<file path="src/design/tpw_regs.svh">
// Register offsets, field positions, reset values and timing counts
`ifndef TPW_REGS_SVH
`define TPW_REGS_SVH
`define TPW_ADDR_W 4
`define TPW_OFS_MODE 4'h0
`define TPW_OFS_PERIOD 4'h1
`define TPW_OFS_DUTY 4'h2
`define TPW_OFS_IRQ_STAT 4'h3
`define TPW_OFS_IRQ_MASK 4'h4
`define TPW_OFS_STATUS 4'h5
`define TPW_OFS_COUNT 4'h6
`define TPW_BIT_RUN 7
`define TPW_BIT_CKS_HI 6
`define TPW_BIT_CKS_LO 4
`define TPW_BIT_MODE_HI 3
`define TPW_BIT_MODE_LO 2
`define TPW_BIT_IDLE 1
`define TPW_BIT_OE 0
`define TPW_MODE_RESET 8'h00
`define TPW_CMP_RESET 8'h00
`define TPW_BUF_SETTLE 2'h3
`define TPW_IRQ_PERIOD 0
`define TPW_IRQ_DUTY_LOAD 1
`endif

</file>
<file path="src/design/tpw_pkg.sv">
// Types shared by the PWM timer
package tpw_pkg;
    typedef enum logic [1:0] {TPW_STOP, TPW_ARM, TPW_CMP_PERIOD,
        TPW_CMP_DUTY} tpw_state_e;
    typedef struct packed {
        logic run;
        logic [2:0] clk_sel;
        logic [1:0] op_mode;
        logic idle_level;
        logic out_en;
    } tpw_mode_s;
endpackage

</file>
<file path="src/design/tpw_timer.sv">
// PWM output timer with register port and interrupt
//
// The plain strobed port and the register offsets were left to the implementer.
`timescale 1ns/1ps
`include "tpw_regs.svh"

////////////////////////////////////////////////////////////////////////
module tpw_timer #(
    parameter int CNT_W = 8,
    parameter int PRE_W = 12
) (
    // Clock, reset, enable
    input wire logic clk_sys,
    input wire logic rst,
    input wire logic clk_en,
    // Low-speed tick for the slow clock select
    input wire logic slow_tick,
    // Register port
    input wire logic [`TPW_ADDR_W-1:0] reg_addr,
    input wire logic [7:0] reg_wdata,
    input wire logic reg_wr,
    input wire logic reg_rd,
    output logic [7:0] reg_rdata,
    // Pulse pin and interrupts
    output logic pulse_out_pin,
    output logic pulse_out_pin_oe,
    output logic period_match_irq,
    output logic irq
);

    ////////////////////////////////////////////////////////////////////
    // State
    tpw_pkg::tpw_mode_s mode_ff, nxt_mode;
    tpw_pkg::tpw_state_e state_ff, nxt_state;
    logic [CNT_W-1:0] cnt_ff, nxt_cnt;
    logic [CNT_W-1:0] period_ff, nxt_period;
    logic [CNT_W-1:0] duty_ff, nxt_duty;
    logic [CNT_W-1:0] duty_buf_ff, nxt_duty_buf;
    logic buf_full_ff, nxt_buf_full;
    logic [1:0] settle_ff, nxt_settle;
    logic [PRE_W-1:0] pre_ff, nxt_pre;
    logic out_ff, nxt_out;
    logic pm_irq_ff, nxt_pm_irq;
    logic [1:0] stat_ff, nxt_stat;
    logic [1:0] mask_ff, nxt_mask;
    logic [7:0] rdata_ff, nxt_rdata;
    logic tick;
    logic period_hit;
    logic duty_hit;
    logic buf_ready;
    logic duty_wr;

    function automatic logic hit(input logic [7:0] a, input logic [7:0] b);
        hit = (a == b);
    endfunction

    ////////////////////////////////////////////////////////////////////
    // Count clock select from free prescaler or slow tick
    always_comb
    begin
        nxt_pre = pre_ff + PRE_W'(1);
        unique case (mode_ff.clk_sel)
            3'h0: tick = 1'b1;
            3'h1: tick = (pre_ff[1:0] == 2'h3);
            3'h2: tick = (pre_ff[3:0] == 4'hf);
            3'h3: tick = (pre_ff[5:0] == 6'h3f);
            3'h4: tick = (pre_ff == {PRE_W{1'b1}});
            3'h5: tick = slow_tick;
            default: tick = 1'b0; // Prohibited selects never count
        endcase
    end

    // Compares only act in the matching phase
    assign period_hit = (state_ff == tpw_pkg::TPW_CMP_PERIOD) && tick &&
        hit(cnt_ff, period_ff);
    assign duty_hit = (state_ff == tpw_pkg::TPW_CMP_DUTY) && tick &&
        hit(cnt_ff, duty_ff);
    // Buffered duty may load only once it has settled
    assign buf_ready = buf_full_ff && (settle_ff == `TPW_BUF_SETTLE);
    // Duty writes pick between direct load and the buffer
    assign duty_wr = reg_wr && (reg_addr == `TPW_OFS_DUTY);

    ////////////////////////////////////////////////////////////////////
    // Timer core next state
    always_comb
    begin
        nxt_state = state_ff;
        nxt_cnt = cnt_ff;
        nxt_out = out_ff;
        nxt_pm_irq = 1'b0;
        nxt_duty = duty_ff;
        nxt_buf_full = buf_full_ff;
        nxt_settle = settle_ff;
        // Settle counter measures count clocks since the write
        if (buf_full_ff && tick && settle_ff != `TPW_BUF_SETTLE)
        begin
            nxt_settle = settle_ff + 2'h1;
        end
        unique case (state_ff)
            tpw_pkg::TPW_STOP:
            begin
                nxt_cnt = '0;
                nxt_out = 1'b0;
                if (mode_ff.run)
                begin
                    nxt_state = tpw_pkg::TPW_ARM;
                end
            end
            tpw_pkg::TPW_ARM:
            begin
                // The first count clock is swallowed here
                if (tick)
                begin
                    nxt_state = tpw_pkg::TPW_CMP_PERIOD;
                end
            end
            tpw_pkg::TPW_CMP_PERIOD:
            begin
                if (period_hit)
                begin
                    nxt_cnt = '0;
                    nxt_pm_irq = 1'b1;
                    nxt_out = 1'b1;
                    nxt_state = tpw_pkg::TPW_CMP_DUTY;
                end
                else if (tick)
                begin
                    nxt_cnt = cnt_ff + CNT_W'(1);
                end
            end
            tpw_pkg::TPW_CMP_DUTY:
            begin
                // Counter runs on through the duty match
                if (tick)
                begin
                    nxt_cnt = cnt_ff + CNT_W'(1);
                end
                if (duty_hit)
                begin
                    nxt_out = 1'b0;
                    nxt_state = tpw_pkg::TPW_CMP_PERIOD;
                    // Only a settled buffer loads; otherwise wait
                    if (buf_ready)
                    begin
                        nxt_duty = duty_buf_ff;
                        nxt_buf_full = 1'b0;
                    end
                end
            end
        endcase
        // Stop overrides state, count, period irq and output at once
        if (!mode_ff.run)
        begin
            nxt_state = tpw_pkg::TPW_STOP;
            nxt_cnt = '0;
            nxt_pm_irq = 1'b0;
            nxt_out = 1'b0;
        end
        // Stopped timer loads duty straight through, as a restart needs
        if (duty_wr)
        begin
            if (state_ff == tpw_pkg::TPW_STOP && !mode_ff.run)
            begin
                nxt_duty = reg_wdata;
                // A stale buffered value must not load after restart
                nxt_buf_full = 1'b0;
            end
            else
            begin
                nxt_buf_full = 1'b1;
                nxt_settle = 2'h0;
            end
        end
    end

    ////////////////////////////////////////////////////////////////////
    // Register writes, sticky status and read data
    always_comb
    begin
        nxt_mode = mode_ff;
        nxt_period = period_ff;
        nxt_duty_buf = duty_buf_ff;
        nxt_mask = mask_ff;
        nxt_stat = stat_ff;
        nxt_rdata = 8'h00;
        if (reg_wr)
        begin
            unique case (reg_addr)
                `TPW_OFS_MODE:
                begin
                    // Only run may change while running
                    if (mode_ff.run)
                    begin
                        nxt_mode.run = reg_wdata[`TPW_BIT_RUN];
                    end
                    else
                    begin
                        nxt_mode = tpw_pkg::tpw_mode_s'(reg_wdata);
                    end
                end
                `TPW_OFS_PERIOD:
                begin
                    // A cycle change mid-count would tear the pulse
                    if (!mode_ff.run)
                    begin
                        nxt_period = reg_wdata;
                    end
                end
                `TPW_OFS_DUTY: nxt_duty_buf = reg_wdata;
                `TPW_OFS_IRQ_STAT: nxt_stat = stat_ff & ~reg_wdata[1:0];
                `TPW_OFS_IRQ_MASK: nxt_mask = reg_wdata[1:0];
                default: ;
            endcase
        end
        // Set wins over a clear in the same cycle
        if (period_hit && mode_ff.run)
        begin
            nxt_stat[`TPW_IRQ_PERIOD] = 1'b1;
        end
        if (duty_hit && mode_ff.run && buf_ready)
        begin
            nxt_stat[`TPW_IRQ_DUTY_LOAD] = 1'b1;
        end
        if (reg_rd)
        begin
            unique case (reg_addr)
                `TPW_OFS_MODE: nxt_rdata = mode_ff;
                `TPW_OFS_PERIOD: nxt_rdata = period_ff;
                `TPW_OFS_DUTY: nxt_rdata = duty_ff;
                `TPW_OFS_IRQ_STAT: nxt_rdata = {6'h00, stat_ff};
                `TPW_OFS_IRQ_MASK: nxt_rdata = {6'h00, mask_ff};
                `TPW_OFS_STATUS: nxt_rdata = {5'h00, buf_full_ff,
                    state_ff};
                `TPW_OFS_COUNT: nxt_rdata = cnt_ff;
                default: nxt_rdata = 8'h00;
            endcase
        end
    end

    ////////////////////////////////////////////////////////////////////
    // Registers; clock enable freezes all
    always_ff @(posedge clk_sys)
    begin
        if (rst)
        begin
            mode_ff <= tpw_pkg::tpw_mode_s'(`TPW_MODE_RESET);
            state_ff <= tpw_pkg::TPW_STOP;
            cnt_ff <= '0;
            period_ff <= `TPW_CMP_RESET;
            duty_ff <= `TPW_CMP_RESET;
            duty_buf_ff <= `TPW_CMP_RESET;
            buf_full_ff <= 1'b0;
            settle_ff <= 2'h0;
            pre_ff <= '0;
            out_ff <= 1'b0;
            pm_irq_ff <= 1'b0;
            stat_ff <= 2'h0;
            mask_ff <= 2'h0;
            rdata_ff <= 8'h00;
        end
        else if (clk_en)
        begin
            mode_ff <= nxt_mode;
            state_ff <= nxt_state;
            cnt_ff <= nxt_cnt;
            period_ff <= nxt_period;
            duty_ff <= nxt_duty;
            duty_buf_ff <= nxt_duty_buf;
            buf_full_ff <= nxt_buf_full;
            settle_ff <= nxt_settle;
            pre_ff <= nxt_pre;
            out_ff <= nxt_out;
            pm_irq_ff <= nxt_pm_irq;
            stat_ff <= nxt_stat;
            mask_ff <= nxt_mask;
            rdata_ff <= nxt_rdata;
        end
    end

    ////////////////////////////////////////////////////////////////////
    // Outputs; stop gates period_match_irq and pin at once, not irq
    assign reg_rdata = rdata_ff;
    // Core keeps an active flag, so a new idle level cannot fake an edge
    assign pulse_out_pin = mode_ff.idle_level ^ (mode_ff.run & out_ff);
    assign pulse_out_pin_oe = mode_ff.out_en;
    assign period_match_irq = pm_irq_ff & mode_ff.run;
    assign irq = |(stat_ff & mask_ff);

endmodule // tpw_timer

</file>
<file path="config.mk">
export PLATFORM = sky130hd
export DESIGN_NAME = tpw_timer
export DESIGN_NICKNAME = d
export VERILOG_FILES = /design/src/design/tpw_pkg.sv /design/src/design/tpw_timer.sv
export VERILOG_INCLUDE_DIRS = /design/src /design/src/design
export SDC_FILE = /design/constraint.sdc
export NUM_CORES = 1
export LEC_CHECK = 0
export BUFFER_PORTS_ARGS = -buffer_cell sky130_fd_sc_hd__buf_2
export CORE_UTILIZATION = 35
export CTS_BUF_LIST = sky130_fd_sc_hd__clkbuf_8 sky130_fd_sc_hd__clkbuf_16
export DETAILED_ROUTE_END_ITERATION = 10
export GPL_TIMING_DRIVEN = 0
export PLACE_DENSITY = 0.51
export SLEW_MARGIN = 30
export SYNTH_ARGS = -nofsm -noshare
export SYNTH_HDL_FRONTEND = slang
export SYNTH_SLANG_ARGS = --single-unit
export TNS_END_PERCENT = 1
</file>
<file path="constraint.sdc">
create_clock -name clk_sys -period 2.8 [get_ports clk_sys]
set_input_delay 0.56 -clock clk_sys [delete_from_list [all_inputs] [get_ports clk_sys]]
set_output_delay 0.56 -clock clk_sys [all_outputs]
set_load 0.03 [all_outputs]
</file>
---- Word-level counts from Yosys, hierarchy flattened ----
Index checks and enable logic that the tools add are counted.
storage, ports and cells
  bits in registers ....................... 71
  output and inout port bits .............. 12
cells by class
  muxes and demuxes ....................... 36
  bitwise operators ....................... 7
  add/sub/neg operators ................... 3
  equality and inequality tests ........... 26
  reduce and logical (&&, ||, !) cells .... 35
operators with widths
  cell                   number
  $mux 8                 9
  $pmux 8 s7             1
  $pmux 8 s3             1
  $reduce_and 4->1       5
  $mux 2                 9
  $eq 8x8->1             2
  $reduce_and 3->1       5
  $reduce_bool 2->1      7
  $mux 1                 13
  $add 12x1->12 const B  1
  $eq 12x12->1 const B   1
  $eq 4x3->1 const B     3
  $logic_and 1x1->1      12
  $ne 3x3->1 const B     3
  $add 8x1->8 const B    1
  $eq 2x2->1 const B     4
  $eq 4x2->1 const B     2
  $pmux 2 s4             1
  $eq 3x2->1 const B     2
  $eq 3x3->1 const B     2
  $eq 6x6->1 const B     1
  $pmux 1 s6             1
  $and 2x2->2            2
  $eq 4x1->1 const B     1
  17 further kinds       18

---- Depth between registers and ports, before layout ----
Gate-level depths: netlist (run 1).
  word-level depth ........................ 8
  gate-level depth with buffers ........... 10
  mapped depth without buffers ............ 9

---- Worst setup path before layout (run 1) ----
Ideal clock, no wire load.
  path kind ............................... input-to-reg
  from .................................... input clk_en
  to ...................................... register duty_ff[0]
  library setup time ...................... 122 ps
  setup slack ............................. 748 ps
  stages on the path ...................... 8
  data required time ...................... 2678 ps
  data arrival time ....................... 1930 ps
  cell sequence ........................... buf_2 -> nand2_1 -> nor3_1 -> and2_1 -> clkbuf_1 -> nand2_1 -> o221ai_1 -> a21oi_1
RTL lines
  item                  line              RTL
  from (decl)           tpw_timer.sv:15   input wire logic clk_en,
  to (signal assigned)  tpw_timer.sv:250  duty_ff <= `TPW_CMP_RESET;
  to (signal assigned)  tpw_timer.sv:267  duty_ff <= nxt_duty;
  to (decl)             tpw_timer.sv:37   logic [CNT_W-1:0] duty_ff, nxt_duty;

---- Worst setup path in the final report (run 1) ----
  from .................................... register pre_ff[0]
  to ...................................... register duty_ff[6]
between the ends
  longest elaborated chain between the ends .. 8
  elaborated cells on any way between the ends .. 11
ends and longest elaborated chain
  item                                  line              RTL
  from (decl)                           tpw_timer.sv:41   logic [PRE_W-1:0] pre_ff, nxt_pre;
  from (signal assigned)                tpw_timer.sv:271  pre_ff <= nxt_pre;
  $eq 12x12->1 (tied with other cells)  tpw_timer.sv:67   3'h4: tick = (pre_ff == {PRE_W{1'b1}});
  $pmux 1 s6 (*)                        tpw_timer.sv:62   unique case (mode_ff.clk_sel)
  $logic_and 1x1->1 (*) (2 in series)   tpw_timer.sv:76   assign duty_hit = (state_ff == tpw_pkg::TPW_CMP_DUTY) && tick &&
  $mux 8 (*)                            tpw_timer.sv:138  if (duty_hit)
  $mux 8 (*)                            tpw_timer.sv:99   unique case (state_ff)
  $mux 8                                tpw_timer.sv:162  if (state_ff == tpw_pkg::TPW_STOP && !mode_ff.run)
  $mux 8 (*)                            tpw_timer.sv:160  if (duty_wr)
Every way passes the cells marked *; elsewhere a longest branch is shown, timed or not.
A chain may end at the register's enable or synchronous reset.

==> results of run 1 <==
==> layer usage <==
| metal | track usage [%] | vias up |
|---|---|---|
| met5 | 0 | - |
| met4 | 8.22 | 0 |
| met3 | 5.17 | 15 |
| met2 | 35.6 | 59 |
| met1 | 25.2 | 1627 |
| li1 | - | 1676 |
==> final timing paths <==
check	to	slack [ns]	cells after the start
min	duty_buf_ff[3]$_SDFFE_PP0P_	0.46	2
min reg2reg	duty_buf_ff[3]$_SDFFE_PP0P_	0.46	2
max reg2reg	duty_ff[6]$_SDFFE_PP0P_	0.33	9
max	duty_ff[6]$_SDFFE_PP0P_	0.33	9
==> per-stage QoR <==
| stage | util, % | hold WS (ns) |
|---|---|---|
| after floorplan | - | 0.432 |
| after global placement | 39.5 | 0.440 |
| after detailed placement | 39.5 | 0.446 |
| after CTS | 41.1 | 0.458 |
| after global routing | 41.1 | 0.476 |
| final | 41.1 | 0.458 |
==> final cells by class <==
cell class | count | area, um2 | area share [%]
multi-input combinational | 350 | 2270 | 52.6
sequential | 71 | 1420 | 32.9
tap | 136 | 170 | 3.94
buffer | 26 | 131 | 3.04
timing repair buffer | 26 | 130 | 3.01
clock buffer | 9 | 124 | 2.87
clock inverter | 7 | 48.8 | 1.13
inverter | 6 | 22.5 | 0.521
==> worst max-delay path: cells and delay by family (launching register included) <==
kind / cells / cell delay, ns
buffers and inverters: 2 / 0.38
AOI/OAI and AO/OA: 3 / 0.70
adders and majority gates: 1 / 0.28
DFF: 1 / 0.38
muxes: 1 / 0.21
and+or+nand+nor: 2 / 0.38
==> registers in the layout, summed over array words and instances, names as in the netlist, 2 cells and up <==
register and flops:
stat_ff 2, mask_ff 2, reg_rdata 8, pre_ff 12, mode_ff 7, duty_buf_ff 8, settle_ff 2, duty_ff 8
cnt_ff 8, state_ff 2, period_ff 8
==> cell usage in the layout (no fill, tap or decap), drive strengths merged, types with 3 or more instances in the layout <==
cell type   n
nor2b      16
nor3        4
clkbuf     25
nand2      57
buf        36
nand3      13
o22ai      10
inv         6
mux2i      40
nand4      12
nor2       47
o31ai       3
dfxtp      71
nand3b      3
and3        5
a21oi      36
xor2        6
xnor2      20
clkinv      6
a31oi       7
o211ai      4
o221ai      4
nand2b      7
or3         6
o21ai      17
ha          8
==> kinds of logic (layout without fill, tap and decap cells) <==
family | Yosys count | count (layout) | synth area share, %
and+or+nand+nor | 182 | 182 | 23.3
AOI/OAI and AO/OA | 90 | 90 | 14.5
DFF | 71 | 71 | 36.9
muxes | 44 | 44 | 12.2
buffers and inverters | 32 | 74 | 4.00
xor gates and xnor gates | 26 | 26 | 6.50
adders and majority gates | 8 | 8 | 2.60
==> power groups by stage <==
stage | Combinational, uW | Clock [uW] | Sequential [uW]
2_1_floorplan | 86.8 | 0 | 1050
3_3_place_gp | 144 | 0 | 1060
3_5_place_dp | 145 | 0 | 1060
4_1_cts | 146 | 780 | 1030
5_1_grt | 158 | 819 | 1030
6_report | 147 | 754 | 1030
==> impl_summary.txt, run 1 <==
----------------------------------------------------
[Run status]
  Status ... completed

[Synthesis]
  Primary FF master, synth ... sky130_fd_sc_hd__dfxtp_1
  Largest area contributor in the netlist ... sky130_fd_sc_hd__dfxtp_1
  Part of the Yosys area used for sequential elements ... between 30 and 40%
  Leading post-synthesis cells by cell area ... sky130_fd_sc_hd__dfxtp_1 (37%), sky130_fd_sc_hd__mux2i_1 (10%), sky130_fd_sc_hd__nand2_1 (5.6%)
  Netlist area before placement ... just under 0.004 mm2
  Synth warn ... 0
  Post-synthesis cell type count ... 53
  Most frequent cells after synthesis ... sky130_fd_sc_hd__dfxtp_1 (71), sky130_fd_sc_hd__nand2_1 (57), sky130_fd_sc_hd__nor2_1 (47)
  Post-synthesis net count ... between 400 and 500
  Yosys top cell area share ... between 30 and 40%
  Most used standard cell by instance count after synthesis ... sky130_fd_sc_hd__dfxtp_1
  Synthesized flop and latch total ... 71
  Post-synthesis instance total ... roughly 450
  Async S/R FF share, synth ... 0%
  Per-instance average area after synthesis ... roughly 8.5 um2
  Number of enable flip-flop cells after synthesis ... 0

[Clocking]
  TritonCTS clock tree ... yes
  CTS resizes ... 0
  Number of post-CTS setup repair buffers ... 0
  Number of buffers added by the clock tree synthesis step ... 9
  Sink Count ... 71
  Total of hold buffers inserted after clock tree synthesis ... 0
  Root buffer cell ... sky130_fd_sc_hd__clkbuf_8
  Clk_lat worst skew ... around 0.37 ns
  H-tree Lvls ... 3
  Maximum clock insertion buffer count ... 2
  Clock slew at reported path FFs ... around 0.090 ns

[STA]
  Setup total negative slack ... 0 ns
  Achievable clock frequency ... 405 MHz
  Number of failing setup endpoints in the final timing report ... 0
  Max Clock Skew ... 0.0158 ns
  Final period utilization ... a little under 90%
  Final worst-path setup slack ... roughly 0.33 ns
  Pins over their slew limit ... 0
  Transition time of the tightest slew-check pin ... 0.761 ns
  Crit path time final ... ~2.5 ns
  Worst relative slew slack ... just under 50%
  RSZ-0062 raised after global routing ... no
  Number of hold violations in the final report ... 0

[Worst setup path]
  Element type at the critical path start ... register
  Delay of the slowest critical-path stage ... around 0.38 ns
  Crit-path max FO ... 10
  Critical Path End Type ... register
  Launching element of the worst setup path ... pre_ff[0]$_SDFFE_PP0P_
  Data required time at the worst endpoint ... roughly 3 ns
  Critical path class ... register to register
  Slowest cell on the critical path ... sky130_fd_sc_hd__dfxtp_1
  Arrival time at the worst endpoint ... 2.71 ns
  Reg-to-reg critical path startpoint ... pre_ff[0]$_SDFFE_PP0P_
  Series of cell instances along the critical path ... ha_1, nand3_1, a32oi_1, o211a_1, buf_4, and4_1, buf_6, mux2i_1, o22ai_1

[Detailed routing]
  DR top layer ... met4
  Total met3 wirelength after detailed routing ... between 400 and 500 um
  Total via count after detailed routing ... 3,377
  Met1 routed wirelength after detailed routing ... about 5100 um
  TritonRoute pass-1 iters ... 4
  Average wire per cell in the routed design ... 17.7 um
  Number of violations reported at the end of detailed-routing iteration 0 ... 170
  Routed wire length on met2 ... ~5400 um
  Detailed-route wire length ... 11,200 um
  Ratio of routed vias to standard cells ... around 5.4
  DRC viols ... 0
  DRT antenna net count ... 0

[Power]
  Internal Pwr Total ... 1390 uW
  Clock network fraction of design power ... between 30% and 40%
  Share of total power in sequential cells ... between 50% and 60%
  Switching Power ... about 540 uW
  Relative contribution of combinational cells to total power ... between 7 and 8%
  Static leakage ... between 0.0015 and 0.002 uW
  Cell area power density ... 447 mW/mm2
  Overall Power ... approximately 1900 uW
  Worst IR Drop VDD ... roughly 0.41 mV
  Fraction of power spent switching nets ... ~28%

[Place]
  Port Buf Inserts ... 26
  Routability cong. ... about 0.83
  Sum of net half-perimeters after detailed placement ... between 8000 and 9000 um
  Worst slack at placement ... ~0.12 ns
  Placed Instance Area ... 0.00415 mm2
  Number of placed instances with taps included ... between 600 and 700

[Cells and area]
  Number of standard cells in the final layout excluding fillers ... around 630
  Final Instance Area ... around 0.0043 mm2
  Layout cell share with drive strength beyond 1 ... between 10% and 20%
  Post-layout net count ... 516
  Diodes inserted ... 0
  Area added between synthesis and finish ... 12.3%
  FILL cells ... about 1.1k

[Min path]
  Type of the most critical hold path ... register to register
  Launch point of the worst hold path ... duty_buf_ff[3]$_SDFFE_PP0P_

[Global route]
  Aggregate global routing overflow ... 0
  Vias in the first global route ... roughly 3.3k
  Wire length of the first global-routing pass ... 17,800 um
  Overall fraction of global-route tracks in use ... 20.9%
  Largest net degree at the start of global routing ... 14
  Initial antenna violation count ... 0

[Die]
  Floorplan Core Area ... 0.0105 mm2
  Total die area ... around 0.011 mm2
  Die Height ... approximately 110 um
  Initial standard-cell utilization of the core ... 36.6%
  Top Ports ... 30
  Number of cell rows ... 37
  Die Span X ... ~110 um

[Flow run]
  Max-cap violations ... 0

----------------------------------------------------
Note: power is estimated with default switching activity, not from simulation.
==> run 2, diff against run 1 <==
Settings changed: BUFFER_PORTS_ARGS -buffer_cell sky130_fd_sc_hd__buf_2 to unset, CORE_MARGIN set to 8, DONT_BUFFER_PORTS set to 1, PLACE_DENSITY 0.51 to 0.58.
==> run 2 against run 1 <==
Effect of this change: core utilization fell by 2.0 points; sequential power about the same; routed wire length is 4.1% lower; cell count down 3.5%; clock power rose by 11%; hold slack worse by 0.12 ns; global-route usage decreased by 5.9 points; cell area shrank 2.3%; fmax is 2.3% lower; register-to-register slack better by 0.05 ns; critical endpoint is now pulse_out_pin.
==> impl_summary.txt, run 2 (synthesis gave the netlist of run 1 again) <==
----------------------------------------------------
[Global route]
  Overall fraction of global-route tracks in use ... 15.0% (-5.9 points)
  Largest net degree at the start of global routing ... 14 (unchanged)
  Aggregate global routing overflow ... 0 (unchanged)
  Vias in the first global route ... 3,165 (-4.4%)
  Wire length of the first global-routing pass ... 17,100 um (-3.7%)
  Initial antenna violation count ... 0 (unchanged)

[Cells and area]
  Register ranked first by flip-flop count ... pre_ff
  Top library cells by usage in the layout, fill and taps aside ... sky130_fd_sc_hd__dfxtp_1 (71), sky130_fd_sc_hd__nand2_1 (57), sky130_fd_sc_hd__nor2_1 (47)
  Post-layout net count ... 490 (-5.0%)
  Largest register FFs ... 12 (unchanged)
  Area added between synthesis and finish ... 9.66%
  Diodes inserted ... 0 (unchanged)
  Layout cell share with drive strength beyond 1 ... 7.46% (-5.1 points)
  Commonest non-fill, non-tap cell in the layout ... sky130_fd_sc_hd__dfxtp_1

[Power]
  Internal Pwr Total ... 1470 uW (+6.0%)
  Share of total power in sequential cells ... 51.9% (-1.5 points)
  Worst IR Drop VDD ... 0.232 mV (-44%)
  Relative contribution of combinational cells to total power ... 6.1% (-1.5 points)
  Fraction of power spent switching nets ... 26.1% (-2.1 points)
  Static leakage ... 0.00149 uW (-6.9%)
  Clock network fraction of design power ... 42.0% (+3.0 points)
  Switching Power ... 518 uW (-4.6%)
  Cell area power density ... 472 mW/mm2 (+5.5%)

[Worst setup path]
  Element type at the critical path start ... register
  Number of buffers and inverters on the critical path ... 1 (-1)
  Slowest cell on the critical path ... sky130_fd_sc_hd__xnor2_1
  Worst path top cell family by delay ... XOR/XNOR gates
  Crit path depth ... 3 (-6)
  R2R cell count ... 9 (unchanged)
  Reg-to-Reg End ... duty_ff[3]$_SDFFE_PP0P_
  Critical Path End Type ... output pin
  Arrival time at the worst endpoint ... 1.97 ns (-0.74 ns)
  Series of cell instances along the critical path ... clkbuf_1, nand2_1, xnor2_1
  Critical path class ... register to output pin
  Delay of the slowest critical-path stage ... 0.57 ns (+0.19 ns)
  Data required time at the worst endpoint ... 2.24 ns (-0.79 ns)
  Reg-to-reg critical path startpoint ... pre_ff[0]$_SDFFE_PP0P_
  R2r setup slk ... 0.38 ns (+0.05 ns)
  Crit-path max FO ... 10 (unchanged)

[Die]
  Top Ports ... 30 (unchanged)
  Initial standard-cell utilization of the core ... 35.7% (-0.96 points)
  Die Height ... 121 um (+13%)
  Number of cell rows ... 38 (+2.7%)
  Floorplan Core Area ... 0.0108 mm2 (+2.7%)
  Total die area ... 0.0146 mm2 (+28%)
  Die Span X ... 121 um (+13%)

[Detailed routing]
  Met1 routed wirelength after detailed routing ... 4690 um (-7.5%)
  DR top layer ... met4
  Detailed-route wire length ... 10,700 um (-4.1%)
  DRC viols ... 0 (unchanged)
  DRT antenna net count ... 0 (unchanged)
  Number of violations reported at the end of detailed-routing iteration 0 ... 236 (+39%)
  Routed wire length on met2 ... 5270 um (-3.0%)
  Average wire per cell in the routed design ... 17.6 um (-0.66%)
  Ratio of routed vias to standard cells ... 5.32 (-0.65%)
  Total via count after detailed routing ... 3,238 (-4.1%)
  Total met3 wirelength after detailed routing ... 644 um (+55%)
  TritonRoute pass-1 iters ... 4 (unchanged)

[Clocking]
  TritonCTS clock tree ... yes
  Number of buffers added by the clock tree synthesis step ... 9 (unchanged)
  Total of hold buffers inserted after clock tree synthesis ... 0 (unchanged)
  H-tree Lvls ... 3 (unchanged)
  Number of post-CTS setup repair buffers ... 0 (unchanged)
  Clock slew at reported path FFs ... 0.08 ns (about the same)
  Maximum clock insertion buffer count ... 2 (unchanged)
  CTS resizes ... 0 (unchanged)
  Root buffer cell ... sky130_fd_sc_hd__clkbuf_8
  Clk_lat worst skew ... 0.36 ns (about the same)
  Sink Count ... 71 (unchanged)

[Place]
  Sum of net half-perimeters after detailed placement ... 7990 um (-2.6%)
  Port Buf Inserts ... 0 (-100%)
  Routability cong. ... 0.878 (+5.5%)

[STA]
  RSZ-0062 raised after global routing ... no
  Transition time of the tightest slew-check pin ... 0.700 ns (-0.0614 ns)
  Max Clock Skew ... 0.0133 ns (-0.00253 ns)
  Crit path time final ... 2.53 ns (+0.0576 ns)
  Achievable clock frequency ... 395 MHz (-2.3%)
  Hold Slack ... 0.333 ns (-0.125 ns)
  Final period utilization ... 90.3% (+2.1 points)
  Number of failing setup endpoints in the final timing report ... 0 (unchanged)
  Setup total negative slack ... 0 ns (unchanged)
  Worst relative slew slack ... 53.0% (+4.0 points)
  Number of hold violations in the final report ... 0 (unchanged)
  Pins over their slew limit ... 0 (unchanged)

[Min path]
  Count of cells along the worst hold path ... 2 (unchanged)
  Worst min-delay path endpoint ... duty_buf_ff[4]$_SDFFE_PP0P_
  Launch point of the worst hold path ... reg_wdata[4]
  Type of the most critical hold path ... input pin to register

[Flow run]
  Max-cap violations ... 0 (unchanged)

[Run status]
  Status ... completed

----------------------------------------------------
run 2: worst reg2reg max path, cell delays in order, from the launching register on:
cell and delay [ns]:
sky130_fd_sc_hd__dfxtp_1 0.38, sky130_fd_sc_hd__ha_1 0.26, sky130_fd_sc_hd__nand3_1 0.16, sky130_fd_sc_hd__a32oi_1 0.31, sky130_fd_sc_hd__o211a_1 0.29, sky130_fd_sc_hd__buf_4 0.20, sky130_fd_sc_hd__and4_1 0.22, sky130_fd_sc_hd__buf_6 0.18
sky130_fd_sc_hd__mux2i_1 0.20, sky130_fd_sc_hd__o22ai_1 0.09
run 2: layout make-up:
class | instances | area [um2]
Clock buffer | 9 | 124
Sequential cell | 71 | 1420
Inverter | 6 | 22.5
Clock inverter | 7 | 72.6
Fill cell | 1081 | 6570
Multi-Input combinational cell | 350 | 2270
Buffer | 26 | 131
Tap cell | 140 | 175
run 2: how the worst max path moves through the flow:
stage / startpoint / endpoint / slack [ns]
6_report: mode_ff[7]$_SDFFE_PP0P_ / pulse_out_pin / 0.27
5_1_grt: mode_ff[7]$_SDFFE_PP0P_ / pulse_out_pin / 0.18
4_1_cts: mode_ff[7]$_SDFFE_PP0P_ / pulse_out_pin / 0.24
3_5_place_dp: clk_en / duty_ff[7]$_SDFFE_PP0P_ / 0.17
3_3_place_gp: clk_en / duty_ff[1]$_SDFFE_PP0P_ / 0.17
2_1_floorplan: clk_en / duty_ff[0]$_SDFFE_PP0P_ / 0.75
run 2: through the flow:
step           instance area, um2  total power [uW]  util, %  worst slack [ns]  instances
2_1_floorplan                3850              1140        -             0.748        453
3_3_place_gp                 4020              1170     37.3             0.170        593
3_5_place_dp                 4020              1180     37.3             0.167        593
4_1_cts                      4220              2000     39.1             0.243        609
5_1_grt                      4220              2070     39.1             0.176        609
6_report                     4220              1990     39.1             0.271        609
run 2: metal layers:
metal,vias up,global-route usage [%]
met5,-,0
met4,0,5.07
met3,11,3.72
met2,79,25.1
met1,1532,18.2
li1,1616,-
run 2: power by group through the flow:
stage                     Sequential, uW  Combinational (uW)  Clock, uW
after floorplan                     1050                86.8          0
after global placement              1060                 119          0
after detailed placement            1060                 120          0
after CTS                           1030                 121        847
after global routing                1030                 131        903
final                               1030                 121        837
==> run 3, diff against run 2 <==
Settings changed: CORE_UTILIZATION 35 to 60, PLACE_DENSITY 0.58 to 0.85.
==> run 3 against run 2 <==
Effect of this change: global-route usage is 8.6 points higher; critical path depth stayed put; count of clock-buffer cells in the layout is 1 higher; via count is 7.5% higher; power is 5.6% higher; clock power is 13% higher; clock skew is 0.0028 ns lower; combinational power hardly changed; die area is 37% lower; largest power group unchanged; highest routed layer unchanged.
==> impl_summary.txt, run 3 (synthesis gave the netlist of run 1 again) <==
----------------------------------------------------
[Run status]
  Status ... completed

[Detailed routing]
  DRC viols ... 0 (unchanged)
  TritonRoute pass-1 iters ... 5 (+1)
  Average wire per cell in the routed design ... 19.1 um (+8.6%)
  DRT antenna net count ... 0 (unchanged)
  Ratio of routed vias to standard cells ... 6.38 (+20%)
  Detailed-route wire length ... 10,400 um (-2.6%)
  Total via count after detailed routing ... 3,482 (+7.5%)
  Number of violations reported at the end of detailed-routing iteration 0 ... 299 (+27%)

[Die]
  Total die area ... 0.00923 mm2 (-37%)
  Initial standard-cell utilization of the core ... 61.3% (+26 points)
  Die Span X ... 96.1 um (-20%)
  Top Ports ... 30 (unchanged)
  Floorplan Core Area ... 0.00628 mm2 (-42%)
  Number of cell rows ... 29 (-24%)
  Die Height ... 96.1 um (-20%)

[Power]
  Worst IR Drop VDD ... 0.321 mV (+38%)
  Fraction of power spent switching nets ... 24.4% (-1.7 points)
  Switching Power ... 513 uW (-1.1%)
  Clock network fraction of design power ... 45.1% (+3.1 points)
  Relative contribution of combinational cells to total power ... 5.8% (-0.3 points)
  Overall Power ... 2100 uW (+5.6%)
  Static leakage ... 0.00150 uW (+1.1%)
  Share of total power in sequential cells ... 49.1% (-2.8 points)
  Cell area power density ... 504 mW/mm2 (+6.8%)
  Internal Pwr Total ... 1590 uW (+8.0%)

[Cells and area]
  FILL cells ... 514 (-52%)
  Layout cell share with drive strength beyond 1 ... 7.68% (+0.21 points)
  Register ranked first by flip-flop count ... pre_ff
  Number of standard cells in the final layout excluding fillers ... 546 (-10%)
  Largest register FFs ... 12 (unchanged)
  Commonest non-fill, non-tap cell in the layout ... sky130_fd_sc_hd__dfxtp_1
  Top library cells by usage in the layout, fill and taps aside ... sky130_fd_sc_hd__dfxtp_1 (71), sky130_fd_sc_hd__nand2_1 (57), sky130_fd_sc_hd__nor2_1 (47)
  Post-layout net count ... 490 (unchanged)
  Diodes inserted ... 0 (unchanged)
  Area added between synthesis and finish ... 8.45%

[Clocking]
  Number of buffers added by the clock tree synthesis step ... 9 (unchanged)
  Root buffer cell ... sky130_fd_sc_hd__clkbuf_8
  CTS resizes ... 0 (unchanged)
  Clk_lat worst skew ... 0.36 ns (about the same)
  Sink Count ... 71 (unchanged)
  Clock slew at reported path FFs ... 0.08 ns (about the same)
  Number of post-CTS setup repair buffers ... 0 (unchanged)
  Maximum clock insertion buffer count ... 2 (unchanged)
  TritonCTS clock tree ... yes
  H-tree Lvls ... 3 (unchanged)
  Total of hold buffers inserted after clock tree synthesis ... 0 (unchanged)

[STA]
  Number of hold violations in the final report ... 0 (unchanged)
  Worst relative slew slack ... 48.4% (-4.6 points)
  Setup total negative slack ... 0 ns (unchanged)
  Final worst-path setup slack ... 0.263 ns (-0.00754 ns)
  Achievable clock frequency ... 394 MHz (-0.30%)
  Transition time of the tightest slew-check pin ... 0.770 ns (+0.0703 ns)
  RSZ-0062 raised after global routing ... no
  Max Clock Skew ... 0.0105 ns (-0.00278 ns)
  Final period utilization ... 90.6% (+0.27 points)
  Pins over their slew limit ... 0 (unchanged)
  Hold Slack ... 0.337 ns (+0.00449 ns)
  Crit path time final ... 2.54 ns (+0.00754 ns)
  Number of failing setup endpoints in the final timing report ... 0 (unchanged)

[Global route]
  Initial antenna violation count ... 0 (unchanged)
  Overall fraction of global-route tracks in use ... 23.6% (+8.6 points)
  Aggregate global routing overflow ... 0 (unchanged)
  Wire length of the first global-routing pass ... 16,500 um (-3.6%)
  Vias in the first global route ... 3,339 (+5.5%)
  Largest net degree at the start of global routing ... 14 (unchanged)

[Place]
  Port Buf Inserts ... 0 (unchanged)
  Number of placed instances with taps included ... 530 (-11%)
  Worst slack at placement ... 0.322 ns (+0.155 ns)
  Routability cong. ... 0.937 (+6.7%)
  Sum of net half-perimeters after detailed placement ... 7440 um (-6.9%)

[Min path]
  Type of the most critical hold path ... input pin to register

[Flow run]
  Max-cap violations ... 0 (unchanged)

[Worst setup path]
  Data required time at the worst endpoint ... 2.24 ns (about the same)
  Critical path class ... register to output pin
  Crit-path max FO ... 10 (unchanged)
  Element type at the critical path start ... register
  R2r setup slk ... 0.40 ns (+0.02 ns)
  Arrival time at the worst endpoint ... 1.98 ns (about the same)
  Critical Path End Type ... output pin

----------------------------------------------------
==> run 3: cell type report <==
type	count	area, um2	area share (%)
Clock buffer	10	138	3.30
Inverter	6	22.5	0.540
Tap cell	77	96.3	2.31
Sequential cell	71	1420	34.1
Buffer	26	131	3.15
Multi-Input combinational cell	350	2270	54.5
Clock inverter	6	91.3	2.19
==> run 3: power by group through the flow <==
stage / Clock (uW) / Sequential [uW] / Combinational [uW]
2_1_floorplan: 0 / 1050 / 86.8
4_1_cts: 957 / 1030 / 118
3_5_place_dp: 0 / 1060 / 116
6_report: 948 / 1030 / 121
5_1_grt: 995 / 1030 / 130
3_3_place_gp: 0 / 1060 / 114
==> run 3: worst max-delay path, cell delays in order, from the launching register on <==
cell,delay [ns]
sky130_fd_sc_hd__dfxtp_1,0.48
sky130_fd_sc_hd__clkbuf_1,0.44
sky130_fd_sc_hd__nand2_1,0.13
sky130_fd_sc_hd__xnor2_1,0.57
==> run 3: worst paths after layout <==
| kind | end | start | depth (start not counted) |
|---|---|---|---|
| setup / recovery | pulse_out_pin | mode_ff[7]$_SDFFE_PP0P_ | 3 |
| hold / removal | duty_buf_ff[4]$_SDFFE_PP0P_ | reg_wdata[4] | 2 |
| setup reg to reg | duty_ff[2]$_SDFFE_PP0P_ | pre_ff[0]$_SDFFE_PP0P_ | 9 |
| hold reg to reg | duty_buf_ff[0]$_SDFFE_PP0P_ | duty_buf_ff[0]$_SDFFE_PP0P_ | 2 |
==> run 3: layer usage <==
layer | global-route usage [%] | vias up | part of all wire, %
li1 | - | 1628 | -
met1 | 26.2 | 1672 | 40
met2 | 39.6 | 144 | 49
met3 | 6.40 | 38 | 7.4
met4 | 14.0 | 0 | 3.6
met5 | 0 | - | 0
==> run 3: through the flow <==
stage / utilization, % / instance area (um2)
floorplan: - / 3850
global placement: 62.8 / 3950
detailed placement: 62.8 / 3950
CTS: 66.5 / 4170
global route: 66.5 / 4170
finish: 66.5 / 4170
